## src/ccb_defines.vh

```
// Constants for the compare-B unit: register offsets, field positions, reset values, encodings.
// Assumes a 32-bit classic Wishbone slave with word-aligned registers.
`ifndef CCB_DEFINES_VH
`define CCB_DEFINES_VH
// ==========================================================================
// Register byte offsets
`define CCB_OFS_CMP_A        4'h0
`define CCB_OFS_CMP_B        4'h4
`define CCB_OFS_CTRL         4'h8
`define CCB_OFS_ACT_A        4'hC
// ==========================================================================
// Control register fields
`define CCB_A_LOAD_LO        0
`define CCB_A_LOAD_HI        1
`define CCB_B_LOAD_LO        2
`define CCB_B_LOAD_HI        3
`define CCB_A_BUF_BIT        4
`define CCB_B_BUF_BIT        6
`define CCB_A_PEND_BIT       8
`define CCB_B_PEND_BIT       9
// ==========================================================================
// Action control fields: compare-B action for output A in [1:0], output B in [3:2].
`define CCB_ACT_OUTA_LO      0
`define CCB_ACT_OUTA_HI      1
`define CCB_ACT_OUTB_LO      2
`define CCB_ACT_OUTB_HI      3
`define CCB_ACT_W            4
// ==========================================================================
// Encodings and reset values
`define CCB_LOAD_ZERO        2'h0
`define CCB_LOAD_PRD         2'h1
`define CCB_LOAD_EITHER      2'h2
`define CCB_LOAD_FREEZE      2'h3
`define CCB_ACT_NONE         2'h0
`define CCB_ACT_LOW          2'h1
`define CCB_ACT_HIGH         2'h2
`define CCB_ACT_TOGGLE       2'h3
`define CCB_RST_VAL          16'h0000
`define CCB_ZERO_COUNT       16'h0000
`endif

```

## src/ccb_action.v

```verilog
// Action stage: applies a two-bit action code to one PWM output level.
// Assumes the event input is a one-cycle pulse.
`timescale 1ns/100ps
`include "ccb_defines.vh"
module ccb_action (
  // Inputs.
  input  wire [1:0] act_i,
  input  wire       event_i,
  input  wire       level_i,
  // Next level.
  output reg        level_o
);
  // ==========================================================================
  // Apply action
  always @* begin
    level_o = level_i;
    if (event_i) begin
      case (act_i)                                             // [RQ4]
        `CCB_ACT_LOW:    level_o = 1'b0;
        `CCB_ACT_HIGH:   level_o = 1'b1;
        `CCB_ACT_TOGGLE: level_o = ~level_i;
        default:         level_o = level_i;
      endcase
    end
  end
endmodule // ccb_action

```

## src/ccb_load_sel.v

```verilog
// Load strobe decoder: turns a load-select code and counter events into a one-cycle strobe.
// Assumes zero and period flags are single-cycle, synchronous to clk.
`timescale 1ns/100ps
`include "ccb_defines.vh"
module ccb_load_sel (
  // Selection.
  input  wire [1:0] load_sel_i,
  // Counter events.
  input  wire       at_zero_i,
  input  wire       at_period_i,
  // Strobe.
  output reg        strobe_o
);
  // ==========================================================================
  // Decode
  // Freeze blocks every load so software can stage values indefinitely.
  always @* begin
    case (load_sel_i)                                          // [RQ12]
      `CCB_LOAD_ZERO:   strobe_o = at_zero_i;
      `CCB_LOAD_PRD:    strobe_o = at_period_i;
      `CCB_LOAD_EITHER: strobe_o = at_zero_i | at_period_i;
      default:          strobe_o = 1'b0;
    endcase
  end
endmodule // ccb_load_sel

```

## src/ccb_top.v

```verilog
// Compare-B unit with buffered compare value, Wishbone registers and a small action stage.
// Assumes the time-base counter and period come from outside the module and are synchronous to clk_i.
//
// Summary of operation
// [RQ1] Hold a 16-bit active compare-B value, compared to the count every cycle.
// [RQ2] Equality of count and active value raises a compare-B event.
// [RQ3] The event goes to the action stage which acts on either output.
// [RQ4] Per output the event is ignored, forces low, forces high or toggles.
// [RQ5] After reset compare-B is buffered with its buffer-select bit at zero.
// [RQ6] With buffer-select zero, software reads and writes reach the buffer copy.
// [RQ7] Buffered mode copies buffer to active only on the selected counter event.
// [RQ8] A readable pending flag shows the buffer holds an unloaded value.
// [RQ9] With buffer-select one, software reads and writes reach the active value.
// [RQ10] Active and buffer share one address; buffer-select alone picks between them.
// [RQ11] Control bit 9 is B pending, bit 8 A pending, upper bits read zero.
// [RQ12] Load select 00 zero, 01 period, 10 either, 11 freeze.
// [RQ13] Pending clears on a load strobe; writes while pending replace the buffer.
// [RQ14] Control bit 6 B select, bit 4 A select, 3-2 B load, 1-0 A load.
// [RQ15] Values and writable control fields reset to zero, load at counter zero.
// [RQ16] Buffered writes set pending; a write in a load-strobe cycle keeps it set.
`timescale 1ns/100ps
`include "ccb_defines.vh"
module ccb_top #(
  parameter CW = 16
) (
  // Clock and reset.
  input  wire          clk_i,
  input  wire          rst_i,
  // Wishbone slave.
  input  wire          wb_cyc_i,
  input  wire          wb_stb_i,
  input  wire          wb_we_i,
  input  wire [3:0]    wb_adr_i,
  input  wire [3:0]    wb_sel_i,
  input  wire [31:0]   wb_dat_i,
  output reg  [31:0]   wb_dat_o,
  output reg           wb_ack_o,
  // Time base.
  input  wire [CW-1:0] timebase_count_i,
  input  wire [CW-1:0] timebase_period_i,
  // Compare events and outputs.
  output reg           cmp_b_event_o,
  output reg           output_a_o,
  output reg           output_b_o
);
  // ==========================================================================
  // State
  // Register map on the byte address: 0x0 compare A, 0x4 compare B, 0x8 control,
  // 0xC action control. Action bits 1-0 steer output A and bits 3-2 output B.
  // Compare A is kept only so that its pending flag and buffer select read back sensibly.
  reg  [CW-1:0]        b_active_r;
  reg  [CW-1:0]        b_buffer_r;
  reg  [CW-1:0]        a_active_r;
  reg  [CW-1:0]        a_buffer_r;
  reg                  b_buffer_select_r;
  reg                  a_buffer_select_r;
  reg  [1:0]           b_load_select_r;
  reg  [1:0]           a_load_select_r;
  reg                  b_pending_flag_r;
  reg                  a_pending_flag_r;
  reg  [`CCB_ACT_W-1:0] action_ctrl_r;
  // Next values, worked out combinationally and taken at each rising edge.
  reg  [CW-1:0]        b_active_nxt;
  reg  [CW-1:0]        b_buffer_nxt;
  reg                  b_pending_nxt;
  reg  [CW-1:0]        a_active_nxt;
  reg  [CW-1:0]        a_buffer_nxt;
  reg                  a_pending_nxt;
  reg                  b_buffer_select_nxt;
  reg                  a_buffer_select_nxt;
  reg  [1:0]           b_load_select_nxt;
  reg  [1:0]           a_load_select_nxt;
  reg  [`CCB_ACT_W-1:0] action_ctrl_nxt;
  reg  [31:0]          rd_dat_nxt;
  wire                 b_strobe;
  wire                 a_strobe;
  wire                 at_zero;
  wire                 at_period;
  wire                 b_match;
  wire                 output_a_nxt;
  wire                 output_b_nxt;
  wire                 b_val_wr;
  wire                 a_val_wr;
  wire                 req;
  wire                 wr;
  wire                 wr_lo;
  wire [15:0]          wdat;
  wire [15:0]          ctrl_rd;

  // Merges the low byte lanes into a 16-bit value; unselected lanes keep the old bits.
  function [15:0] merge16;
    input [15:0] old_v;
    input [15:0] new_v;
    input [1:0]  sel;
    begin
      merge16 = {sel[1] ? new_v[15:8] : old_v[15:8], sel[0] ? new_v[7:0] : old_v[7:0]};
    end
  endfunction

  // Picks the copy that software sees: the active value when the buffer is bypassed.
  function [15:0] visible16;
    input        bypass;
    input [15:0] active_v;
    input [15:0] buffer_v;
    begin
      visible16 = bypass ? active_v : buffer_v;
    end
  endfunction

  // ==========================================================================
  // Counter events
  assign at_zero   = (timebase_count_i == `CCB_ZERO_COUNT);
  assign at_period = (timebase_count_i == timebase_period_i);
  assign b_match   = (timebase_count_i == b_active_r);          // [RQ1] [RQ2]

  ccb_load_sel u_b_load (
    .load_sel_i  (b_load_select_r),
    .at_zero_i   (at_zero),
    .at_period_i (at_period),
    .strobe_o    (b_strobe)
  );

  ccb_load_sel u_a_load (
    .load_sel_i  (a_load_select_r),
    .at_zero_i   (at_zero),
    .at_period_i (at_period),
    .strobe_o    (a_strobe)
  );

  // ==========================================================================
  // Bus decode
  // Only one ack per request: the ack register drops the cycle after it rises.
  assign req   = wb_cyc_i & wb_stb_i & ~wb_ack_o;
  assign wr    = req & wb_we_i;
  assign wr_lo = |wb_sel_i[1:0];
  assign wdat  = wb_dat_i[15:0];
  // Value writes need at least one of the two low byte lanes.
  assign b_val_wr = wr & wr_lo & (wb_adr_i == `CCB_OFS_CMP_B);      // [RQ10]
  assign a_val_wr = wr & wr_lo & (wb_adr_i == `CCB_OFS_CMP_A);
  assign ctrl_rd = {6'h00, b_pending_flag_r, a_pending_flag_r, 1'b0,    // [RQ11]
                    b_buffer_select_r, 1'b0, a_buffer_select_r,         // [RQ14]
                    b_load_select_r, a_load_select_r};

  // ==========================================================================
  // Compare-B value and pending flag
  // A write in the strobe cycle lands in the buffer and stays pending, so it is not lost.
  always @* begin
    b_active_nxt  = b_active_r;
    b_buffer_nxt  = b_buffer_r;
    b_pending_nxt = b_pending_flag_r;
    if (!b_buffer_select_r && b_strobe) begin
      b_active_nxt  = b_buffer_r;                               // [RQ7]
      b_pending_nxt = 1'b0;                                     // [RQ13] [RQ16]
    end
    if (b_val_wr) begin                                         // [RQ10]
      if (b_buffer_select_r) begin
        b_active_nxt = merge16(b_active_r, wdat, wb_sel_i[1:0]);    // [RQ9]
      end else begin
        b_buffer_nxt  = merge16(b_buffer_r, wdat, wb_sel_i[1:0]);   // [RQ6] [RQ13]
        b_pending_nxt = 1'b1;                                   // [RQ8] [RQ16]
      end
    end
  end

  // Compare-B registers; reset leaves the value zero with nothing pending.
  always @(posedge clk_i) begin
    if (rst_i) begin
      b_active_r       <= `CCB_RST_VAL;                         // [RQ15]
      b_buffer_r       <= `CCB_RST_VAL;
      b_pending_flag_r <= 1'b0;
    end else begin
      b_active_r       <= b_active_nxt;
      b_buffer_r       <= b_buffer_nxt;
      b_pending_flag_r <= b_pending_nxt;
    end
  end

  // ==========================================================================
  // Compare-A value, kept only so its pending flag and mode have meaning.
  always @* begin
    a_active_nxt  = a_active_r;
    a_buffer_nxt  = a_buffer_r;
    a_pending_nxt = a_pending_flag_r;
    if (!a_buffer_select_r && a_strobe) begin
      a_active_nxt  = a_buffer_r;
      a_pending_nxt = 1'b0;
    end
    if (a_val_wr) begin
      if (a_buffer_select_r) begin
        a_active_nxt = merge16(a_active_r, wdat, wb_sel_i[1:0]);
      end else begin
        a_buffer_nxt  = merge16(a_buffer_r, wdat, wb_sel_i[1:0]);
        a_pending_nxt = 1'b1;
      end
    end
  end

  // Compare-A registers, reset like compare B.
  always @(posedge clk_i) begin
    if (rst_i) begin
      a_active_r       <= `CCB_RST_VAL;
      a_buffer_r       <= `CCB_RST_VAL;
      a_pending_flag_r <= 1'b0;
    end else begin
      a_active_r       <= a_active_nxt;
      a_buffer_r       <= a_buffer_nxt;
      a_pending_flag_r <= a_pending_nxt;
    end
  end

  // ==========================================================================
  // Control and action registers
  // Both live in byte lane 0, so a write without that lane leaves them alone.
  always @* begin
    b_buffer_select_nxt = b_buffer_select_r;
    a_buffer_select_nxt = a_buffer_select_r;
    b_load_select_nxt   = b_load_select_r;
    a_load_select_nxt   = a_load_select_r;
    action_ctrl_nxt     = action_ctrl_r;
    if (wr && wb_sel_i[0]) begin
      if (wb_adr_i == `CCB_OFS_CTRL) begin
        b_buffer_select_nxt = wb_dat_i[`CCB_B_BUF_BIT];         // [RQ14]
        a_buffer_select_nxt = wb_dat_i[`CCB_A_BUF_BIT];
        b_load_select_nxt   = wb_dat_i[`CCB_B_LOAD_HI:`CCB_B_LOAD_LO];
        a_load_select_nxt   = wb_dat_i[`CCB_A_LOAD_HI:`CCB_A_LOAD_LO];
      end else if (wb_adr_i == `CCB_OFS_ACT_A) begin
        action_ctrl_nxt = wb_dat_i[`CCB_ACT_W-1:0];
      end
    end
  end

  // Reset gives buffered mode, loads at counter zero and every action off.
  always @(posedge clk_i) begin
    if (rst_i) begin
      b_buffer_select_r <= 1'b0;                                // [RQ5] [RQ15]
      a_buffer_select_r <= 1'b0;
      b_load_select_r   <= `CCB_LOAD_ZERO;                      // [RQ15]
      a_load_select_r   <= `CCB_LOAD_ZERO;
      action_ctrl_r     <= {`CCB_ACT_W{1'b0}};
    end else begin
      b_buffer_select_r <= b_buffer_select_nxt;
      a_buffer_select_r <= a_buffer_select_nxt;
      b_load_select_r   <= b_load_select_nxt;
      a_load_select_r   <= a_load_select_nxt;
      action_ctrl_r     <= action_ctrl_nxt;
    end
  end

  // ==========================================================================
  // Bus answer: one wait state, ack a cycle after the request; unmapped offsets read zero and ignore writes.
  // Read data is chosen here and held in the output register until the next read.
  always @* begin
    case (wb_adr_i)
      `CCB_OFS_CMP_A: rd_dat_nxt = {16'h0000, visible16(a_buffer_select_r, a_active_r, a_buffer_r)};
      `CCB_OFS_CMP_B: rd_dat_nxt = {16'h0000, visible16(b_buffer_select_r, b_active_r, b_buffer_r)};
      `CCB_OFS_CTRL:  rd_dat_nxt = {16'h0000, ctrl_rd};
      `CCB_OFS_ACT_A: rd_dat_nxt = {28'h0000000, action_ctrl_r};
      default:        rd_dat_nxt = 32'h00000000;
    endcase
  end

  // The answer register: ack follows a taken request by one cycle.  [RQ6] [RQ9]
  always @(posedge clk_i) begin
    if (rst_i) begin
      wb_ack_o <= 1'b0;
      wb_dat_o <= 32'h00000000;
    end else begin
      wb_ack_o <= req;
      if (req && !wb_we_i) begin
        wb_dat_o <= rd_dat_nxt;
      end
    end
  end

  // ==========================================================================
  // Event and action stage
  ccb_action u_act_a (
    .act_i   (action_ctrl_r[`CCB_ACT_OUTA_HI:`CCB_ACT_OUTA_LO]),
    .event_i (b_match),
    .level_i (output_a_o),
    .level_o (output_a_nxt)
  );

  ccb_action u_act_b (
    .act_i   (action_ctrl_r[`CCB_ACT_OUTB_HI:`CCB_ACT_OUTB_LO]),
    .event_i (b_match),
    .level_i (output_b_o),
    .level_o (output_b_nxt)
  );

  // The event is registered; a count that rests on the value repeats it each cycle.
  always @(posedge clk_i) begin
    if (rst_i) begin
      cmp_b_event_o <= 1'b0;
      output_a_o    <= 1'b0;
      output_b_o    <= 1'b0;
    end else begin
      cmp_b_event_o <= b_match;                                 // [RQ2] [RQ3]
      output_a_o    <= output_a_nxt;                            // [RQ3] [RQ4]
      output_b_o    <= output_b_nxt;
    end
  end
endmodule // ccb_top

```

## config.mk

```make
export PLATFORM = sky130hd
export DESIGN_NAME = ccb_top
export DESIGN_NICKNAME = d
export VERILOG_FILES = /design/src/ccb_action.v /design/src/ccb_load_sel.v /design/src/ccb_top.v
export VERILOG_INCLUDE_DIRS = /design/src
export SDC_FILE = /design/constraint.sdc
export NUM_CORES = 1
export LEC_CHECK = 0
export BUFFER_PORTS_ARGS = -buffer_cell sky130_fd_sc_hd__buf_2
export CORE_MARGIN = 4
export CORE_UTILIZATION = 53
export CTS_CLUSTER_DIAMETER = 30
export DETAILED_ROUTE_END_ITERATION = 10
export PLACE_DENSITY = 0.79
export SETUP_SLACK_MARGIN = 0.15
export SLEW_MARGIN = 0
export SYNTH_ARGS = -nofsm -noshare
export SYNTH_HDL_FRONTEND = slang
export SYNTH_HIERARCHICAL = 1
export SYNTH_SLANG_ARGS = --single-unit
export TNS_END_PERCENT = 50
```

## constraint.sdc

```tcl
create_clock -name clk_i -period 2.49 [get_ports clk_i]
set_input_delay 0.498 -clock clk_i [delete_from_list [all_inputs] [get_ports clk_i]]
set_output_delay 0.498 -clock clk_i [all_outputs]
set_load 0.005 [all_outputs]
```

==> report_table.html <==
<table>
<tr><th>Metric</th><th>Value</th></tr>
<tr><th colspan="2">Cells and area</th></tr>
<tr><td>Area of all sequential standard cells</td><td>0.00192 mm²</td></tr>
<tr><td>Post-route cell area</td><td>0.00567 mm²</td></tr>
<tr><td>Number of nets at the end of the flow</td><td>682</td></tr>
<tr><td>Growth of design area from synthesis to finish</td><td>14.0%</td></tr>
<tr><td>Filler cell count</td><td>758</td></tr>
<tr><td>Layout cells sized above 1</td><td>24.8%</td></tr>
<tr><td>Inserted Diodes</td><td>0</td></tr>
<tr><td>Combined area of the multi-input logic cells</td><td>0.00285 mm²</td></tr>
<tr><th colspan="2">Die</th></tr>
<tr><td>Number of core rows</td><td>35</td></tr>
<tr><td>Floorplan die height</td><td>105 µm</td></tr>
<tr><td>Core area</td><td>0.00920 mm²</td></tr>
<tr><td>Die footprint</td><td>0.0110 mm²</td></tr>
<tr><td>Die width</td><td>105 µm</td></tr>
<tr><td>Initial Util</td><td>54.1%</td></tr>
<tr><td>Count of pins on the block boundary</td><td>113</td></tr>
<tr><th colspan="2">Place</th></tr>
<tr><td>GPL Wtd Cong</td><td>0.882</td></tr>
<tr><td>Placed wire-length estimate</td><td>9830 µm</td></tr>
<tr><td>Placed standard-cell area</td><td>0.00548 mm²</td></tr>
<tr><td>Port buffer count</td><td>78</td></tr>
<tr><th colspan="2">Synth</th></tr>
<tr><td>Sequential share of the synthesized area</td><td>38.7%</td></tr>
<tr><td>Synthesized area</td><td>0.00497 mm²</td></tr>
<tr><td>Average footprint of a synthesized cell</td><td>9.44 µm²</td></tr>
<tr><td>Post-synthesis register bit count</td><td>96</td></tr>
<tr><td>Count of different cell masters after synthesis</td><td>45</td></tr>
<tr><td>Yosys warning count</td><td>6</td></tr>
<tr><td>Post-Syn Instances</td><td>527</td></tr>
<tr><th colspan="2">STA</th></tr>
<tr><td>Slew Limit Fails</td><td>0</td></tr>
<tr><td>Number of endpoints failing setup at the final stage</td><td>0</td></tr>
<tr><td>Clk_skew</td><td>0.0123 ns</td></tr>
<tr><td>Setup repair after global routing missed its margin</td><td>false</td></tr>
<tr><td>Period utilization</td><td>85.2%</td></tr>
<tr><td>Worst slew margin</td><td>53.4%</td></tr>
<tr><td>Transition time at the pin with the least slew margin</td><td>0.698 ns</td></tr>
<tr><td>Top achievable clock speed</td><td>471 MHz</td></tr>
<tr><td>Hold Violations, Final</td><td>0</td></tr>
<tr><td>Min Tclk post-route</td><td>2.12 ns</td></tr>
<tr><td>TNS Setup</td><td>0 ns</td></tr>
<tr><th colspan="2">Critical path</th></tr>
<tr><td>Startpoint of the worst register-to-register path</td><td>wb_ack_o</td></tr>
<tr><td>Capture point of the worst reg-to-reg path</td><td>a_active_r[15]</td></tr>
<tr><td>Worst reg2reg path depth</td><td>4</td></tr>
<tr><td>Arrival time reported for the critical path endpoint</td><td>2.43 ns</td></tr>
<tr><td>Required time of the worst setup path</td><td>2.80 ns</td></tr>
<tr><td>Worst Setup End Kind</td><td>flip-flop</td></tr>
<tr><td>Max FO, Critical Path</td><td>11</td></tr>
<tr><td>R2r setup slk</td><td>0.45 ns</td></tr>
<tr><td>Kind of critical path</td><td>in2reg</td></tr>
<tr><td>Setup crit start kind</td><td>input port</td></tr>
<tr><th colspan="2">Min path</th></tr>
<tr><td>Hold Path Origin</td><td>wb_cyc_i</td></tr>
<tr><td>End point of the worst hold path</td><td>wb_ack_o</td></tr>
<tr><td>Classification of the worst-slack hold path</td><td>in2reg</td></tr>
<tr><td>Min-Delay Path Depth</td><td>2</td></tr>
<tr><th colspan="2">Clock tree</th></tr>
<tr><td>H-Tree Depth</td><td>3</td></tr>
<tr><td>Root Buffer Master</td><td>sky130_fd_sc_hd__clkbuf_8</td></tr>
<tr><td>Maximum number of buffers from clock root to sink</td><td>2</td></tr>
<tr><td>Number of clock buffers inserted by TritonCTS</td><td>9</td></tr>
<tr><td>TritonCTS clock tree</td><td>built</td></tr>
<tr><td>Clock slew seen by the registers of the worst setup and hold paths</td><td>0.08 ns</td></tr>
<tr><td>Number of setup buffers added after CTS</td><td>0</td></tr>
<tr><td>Post_cts resized</td><td>0</td></tr>
<tr><td>Hold-fix buffers at CTS</td><td>0</td></tr>
<tr><td>Clock latency of the later-clocked register in the worst-skew pair</td><td>0.37 ns</td></tr>
<tr><td>Total clock sinks</td><td>96</td></tr>
<tr><th colspan="2">Global routing</th></tr>
<tr><td>Pin count of the biggest net entering global routing</td><td>46</td></tr>
<tr><td>Met1 track utilization from global routing</td><td>31.5%</td></tr>
<tr><td>Met3 usage</td><td>6.61%</td></tr>
<tr><td>Antenna violations before repair</td><td>0</td></tr>
<tr><td>Global-route track usage on met2</td><td>38.7%</td></tr>
<tr><td>Vias in the first global route</td><td>4224</td></tr>
<tr><td>Overflow left after global routing</td><td>0</td></tr>
<tr><td>First-pass GRT wire length</td><td>21000 µm</td></tr>
<tr><td>Aggregate global-route resource usage</td><td>23.7%</td></tr>
<tr><td>Peak-usage layer in the global routing report</td><td>met2</td></tr>
<tr><th colspan="2">Run</th></tr>
<tr><td>Max-cap check violation count</td><td>0</td></tr>
<tr><th colspan="2">Power and ir drop</th></tr>
<tr><td>VDD IR-drop max</td><td>0.311 mV</td></tr>
<tr><td>Overall power after layout</td><td>2780 µW</td></tr>
<tr><td>Power density normalized to cell area</td><td>490 mW/mm²</td></tr>
<tr><td>Pleak</td><td>0.00225 µW</td></tr>
<tr><th colspan="2">Detailed routing</th></tr>
<tr><td>Final wirelength</td><td>13300 µm</td></tr>
<tr><td>Antenna violation net count after detailed routing</td><td>0</td></tr>
<tr><td>Initial DRC count</td><td>264</td></tr>
<tr><td>Number of design rule violations left after detail routing</td><td>0</td></tr>
<tr><td>Wire length per cell after detailed routing</td><td>18.5 µm</td></tr>
<tr><td>Count of vias placed by the detailed router</td><td>4337</td></tr>
<tr><td>Via count normalized by instance count</td><td>6.02</td></tr>
<tr><td>Number of iterations in the first detailed-routing pass</td><td>6</td></tr>
<tr><th colspan="2">Run status</th></tr>
<tr><td>Outcome</td><td>completed</td></tr>
</table>
power breakdown:
part / switching [µW] / internal [µW] / total, µW
clock network: 543 / 459 / 1000
logic: 145 / 90.2 / 236
registers: 2.34 / 1540 / 1540
Yosys cell counts, drive strengths merged:
cell     count  area, µm²
a211oi      32        240
a21o         1       7.51
a21oi       11       55.1
a221oi       3       26.3
a222oi       4       40.0
a22o         2       17.5
a22oi        2       15.0
a31oi        3       18.8
and2         9       56.3
and4         1       8.76
and4b        1       10.0
buf         24        159
clkbuf      23       86.3
conb         1       3.75
dfxtp       96       1920
inv          4       15.0
mux2        14        158
mux2i       78        781
nand2       26       97.6
nand2b       2       12.5
nand3b       1       7.51
nand4       12       75.1
nand4b       1       8.76
nand4bb      1       11.3
nor2        81        304
nor2b        6       37.5
nor3         2       10.0
nor3b        1       7.51
nor4        11        135
nor4b        1       8.76
nor4bb       2       20.0
o2111ai      2       17.5
o21ai        8       40.0
o221a       16        180
o22ai        9       56.3
or4          1       11.3
or4b         1       13.8
xnor2       32        280
xor2         2       17.5
worst max-delay path, stage by stage:
cell and delay [ns]:
sky130_fd_sc_hd__buf_2 0.12, sky130_fd_sc_hd__xnor2_1 0.16, sky130_fd_sc_hd__nand4_1 0.13, sky130_fd_sc_hd__nor4_1 0.41, sky130_fd_sc_hd__buf_4 0.21, sky130_fd_sc_hd__a22o_1 0.13, sky130_fd_sc_hd__nand2b_1 0.08, sky130_fd_sc_hd__buf_4 0.19
sky130_fd_sc_hd__nand2_1 0.24, sky130_fd_sc_hd__o221a_2 0.25
how the worst max path moves through the flow:
stage | start | endpoint | slack [ns] | cells after the start
2_1_floorplan | timebase_count_i[11] | a_active_r[1] | 0.41 | 9
3_3_place_gp | timebase_count_i[14] | b_active_r[11] | 0.11 | 10
3_5_place_dp | timebase_count_i[9] | b_active_r[11] | 0.08 | 10
4_1_cts | timebase_count_i[9] | b_active_r[9] | 0.46 | 10
5_1_grt | timebase_count_i[11] | b_active_r[3] | 0.33 | 10
6_report | timebase_count_i[9] | b_active_r[9] | 0.37 | 10
cell families (layout without fill, tap and decap cells):
group	after synthesis	count (layout)	share of synthesized area, %
simple gates	160	160	16.8
flops	96	96	38.7
compound gates	93	93	14.4
mux	92	92	18.9
buf+inv	51	118	5.23
xor+xnor	34	34	5.99
other cells	1	16	0.0754
cells in the final DEF (no fill, tap or decap), types with 9 or more instances in the layout:
| cell type | count |
|---|---|
| sky130_fd_sc_hd__a211oi_1 | 32 |
| sky130_fd_sc_hd__a21oi_1 | 11 |
| sky130_fd_sc_hd__and2_1 | 9 |
| sky130_fd_sc_hd__buf_2 | 78 |
| sky130_fd_sc_hd__buf_4 | 20 |
| sky130_fd_sc_hd__clkbuf_8 | 9 |
| sky130_fd_sc_hd__conb_1 | 16 |
| sky130_fd_sc_hd__dfxtp_1 | 96 |
| sky130_fd_sc_hd__mux2_2 | 14 |
| sky130_fd_sc_hd__mux2i_1 | 78 |
| sky130_fd_sc_hd__nand2_1 | 26 |
| sky130_fd_sc_hd__nand4_1 | 12 |
| sky130_fd_sc_hd__nor2_1 | 81 |
| sky130_fd_sc_hd__o221a_2 | 16 |
| sky130_fd_sc_hd__o22ai_1 | 9 |
| sky130_fd_sc_hd__xnor2_1 | 32 |
flip-flops by register name, indices dropped and copies added, names as in the netlist, 2 cells and up:
name and count:
b_load_select_r 2, a_load_select_r 2, a_buffer_r 16, wb_dat_o 16
b_active_r 16, a_active_r 16, b_buffer_r 16, action_ctrl_r 4
through the flow:
stage | instances | hold WS [ns] | setup slack (ns) | utilization, %
after global placement | 705 | 0.436 | 0.114 | 59.6
after global routing | 720 | 0.400 | 0.333 | 61.6
after detailed placement | 705 | 0.451 | 0.0790 | 59.6
after floorplan | 542 | 0.446 | 0.407 | -
after CTS | 720 | 0.411 | 0.455 | 61.6
final | 720 | 0.423 | 0.369 | 61.6
final cells by class:
class,count,area share (%)
multi-input cells,395,50.2
flip-flops and latches,96,33.9
repair buffers,99,9.89
well taps,111,2.45
clock buffers,10,2.25
clock inverters,5,1.04
inverters,4,0.265
per-layer routing:
metal	vias to the layer above	share of wire (%)
met4	0	0.86
met3	10	7.7
met5	-	0
met1	2096	45
met2	183	46
li1	2048	-
Note: power is estimated with default switching activity, not from simulation.
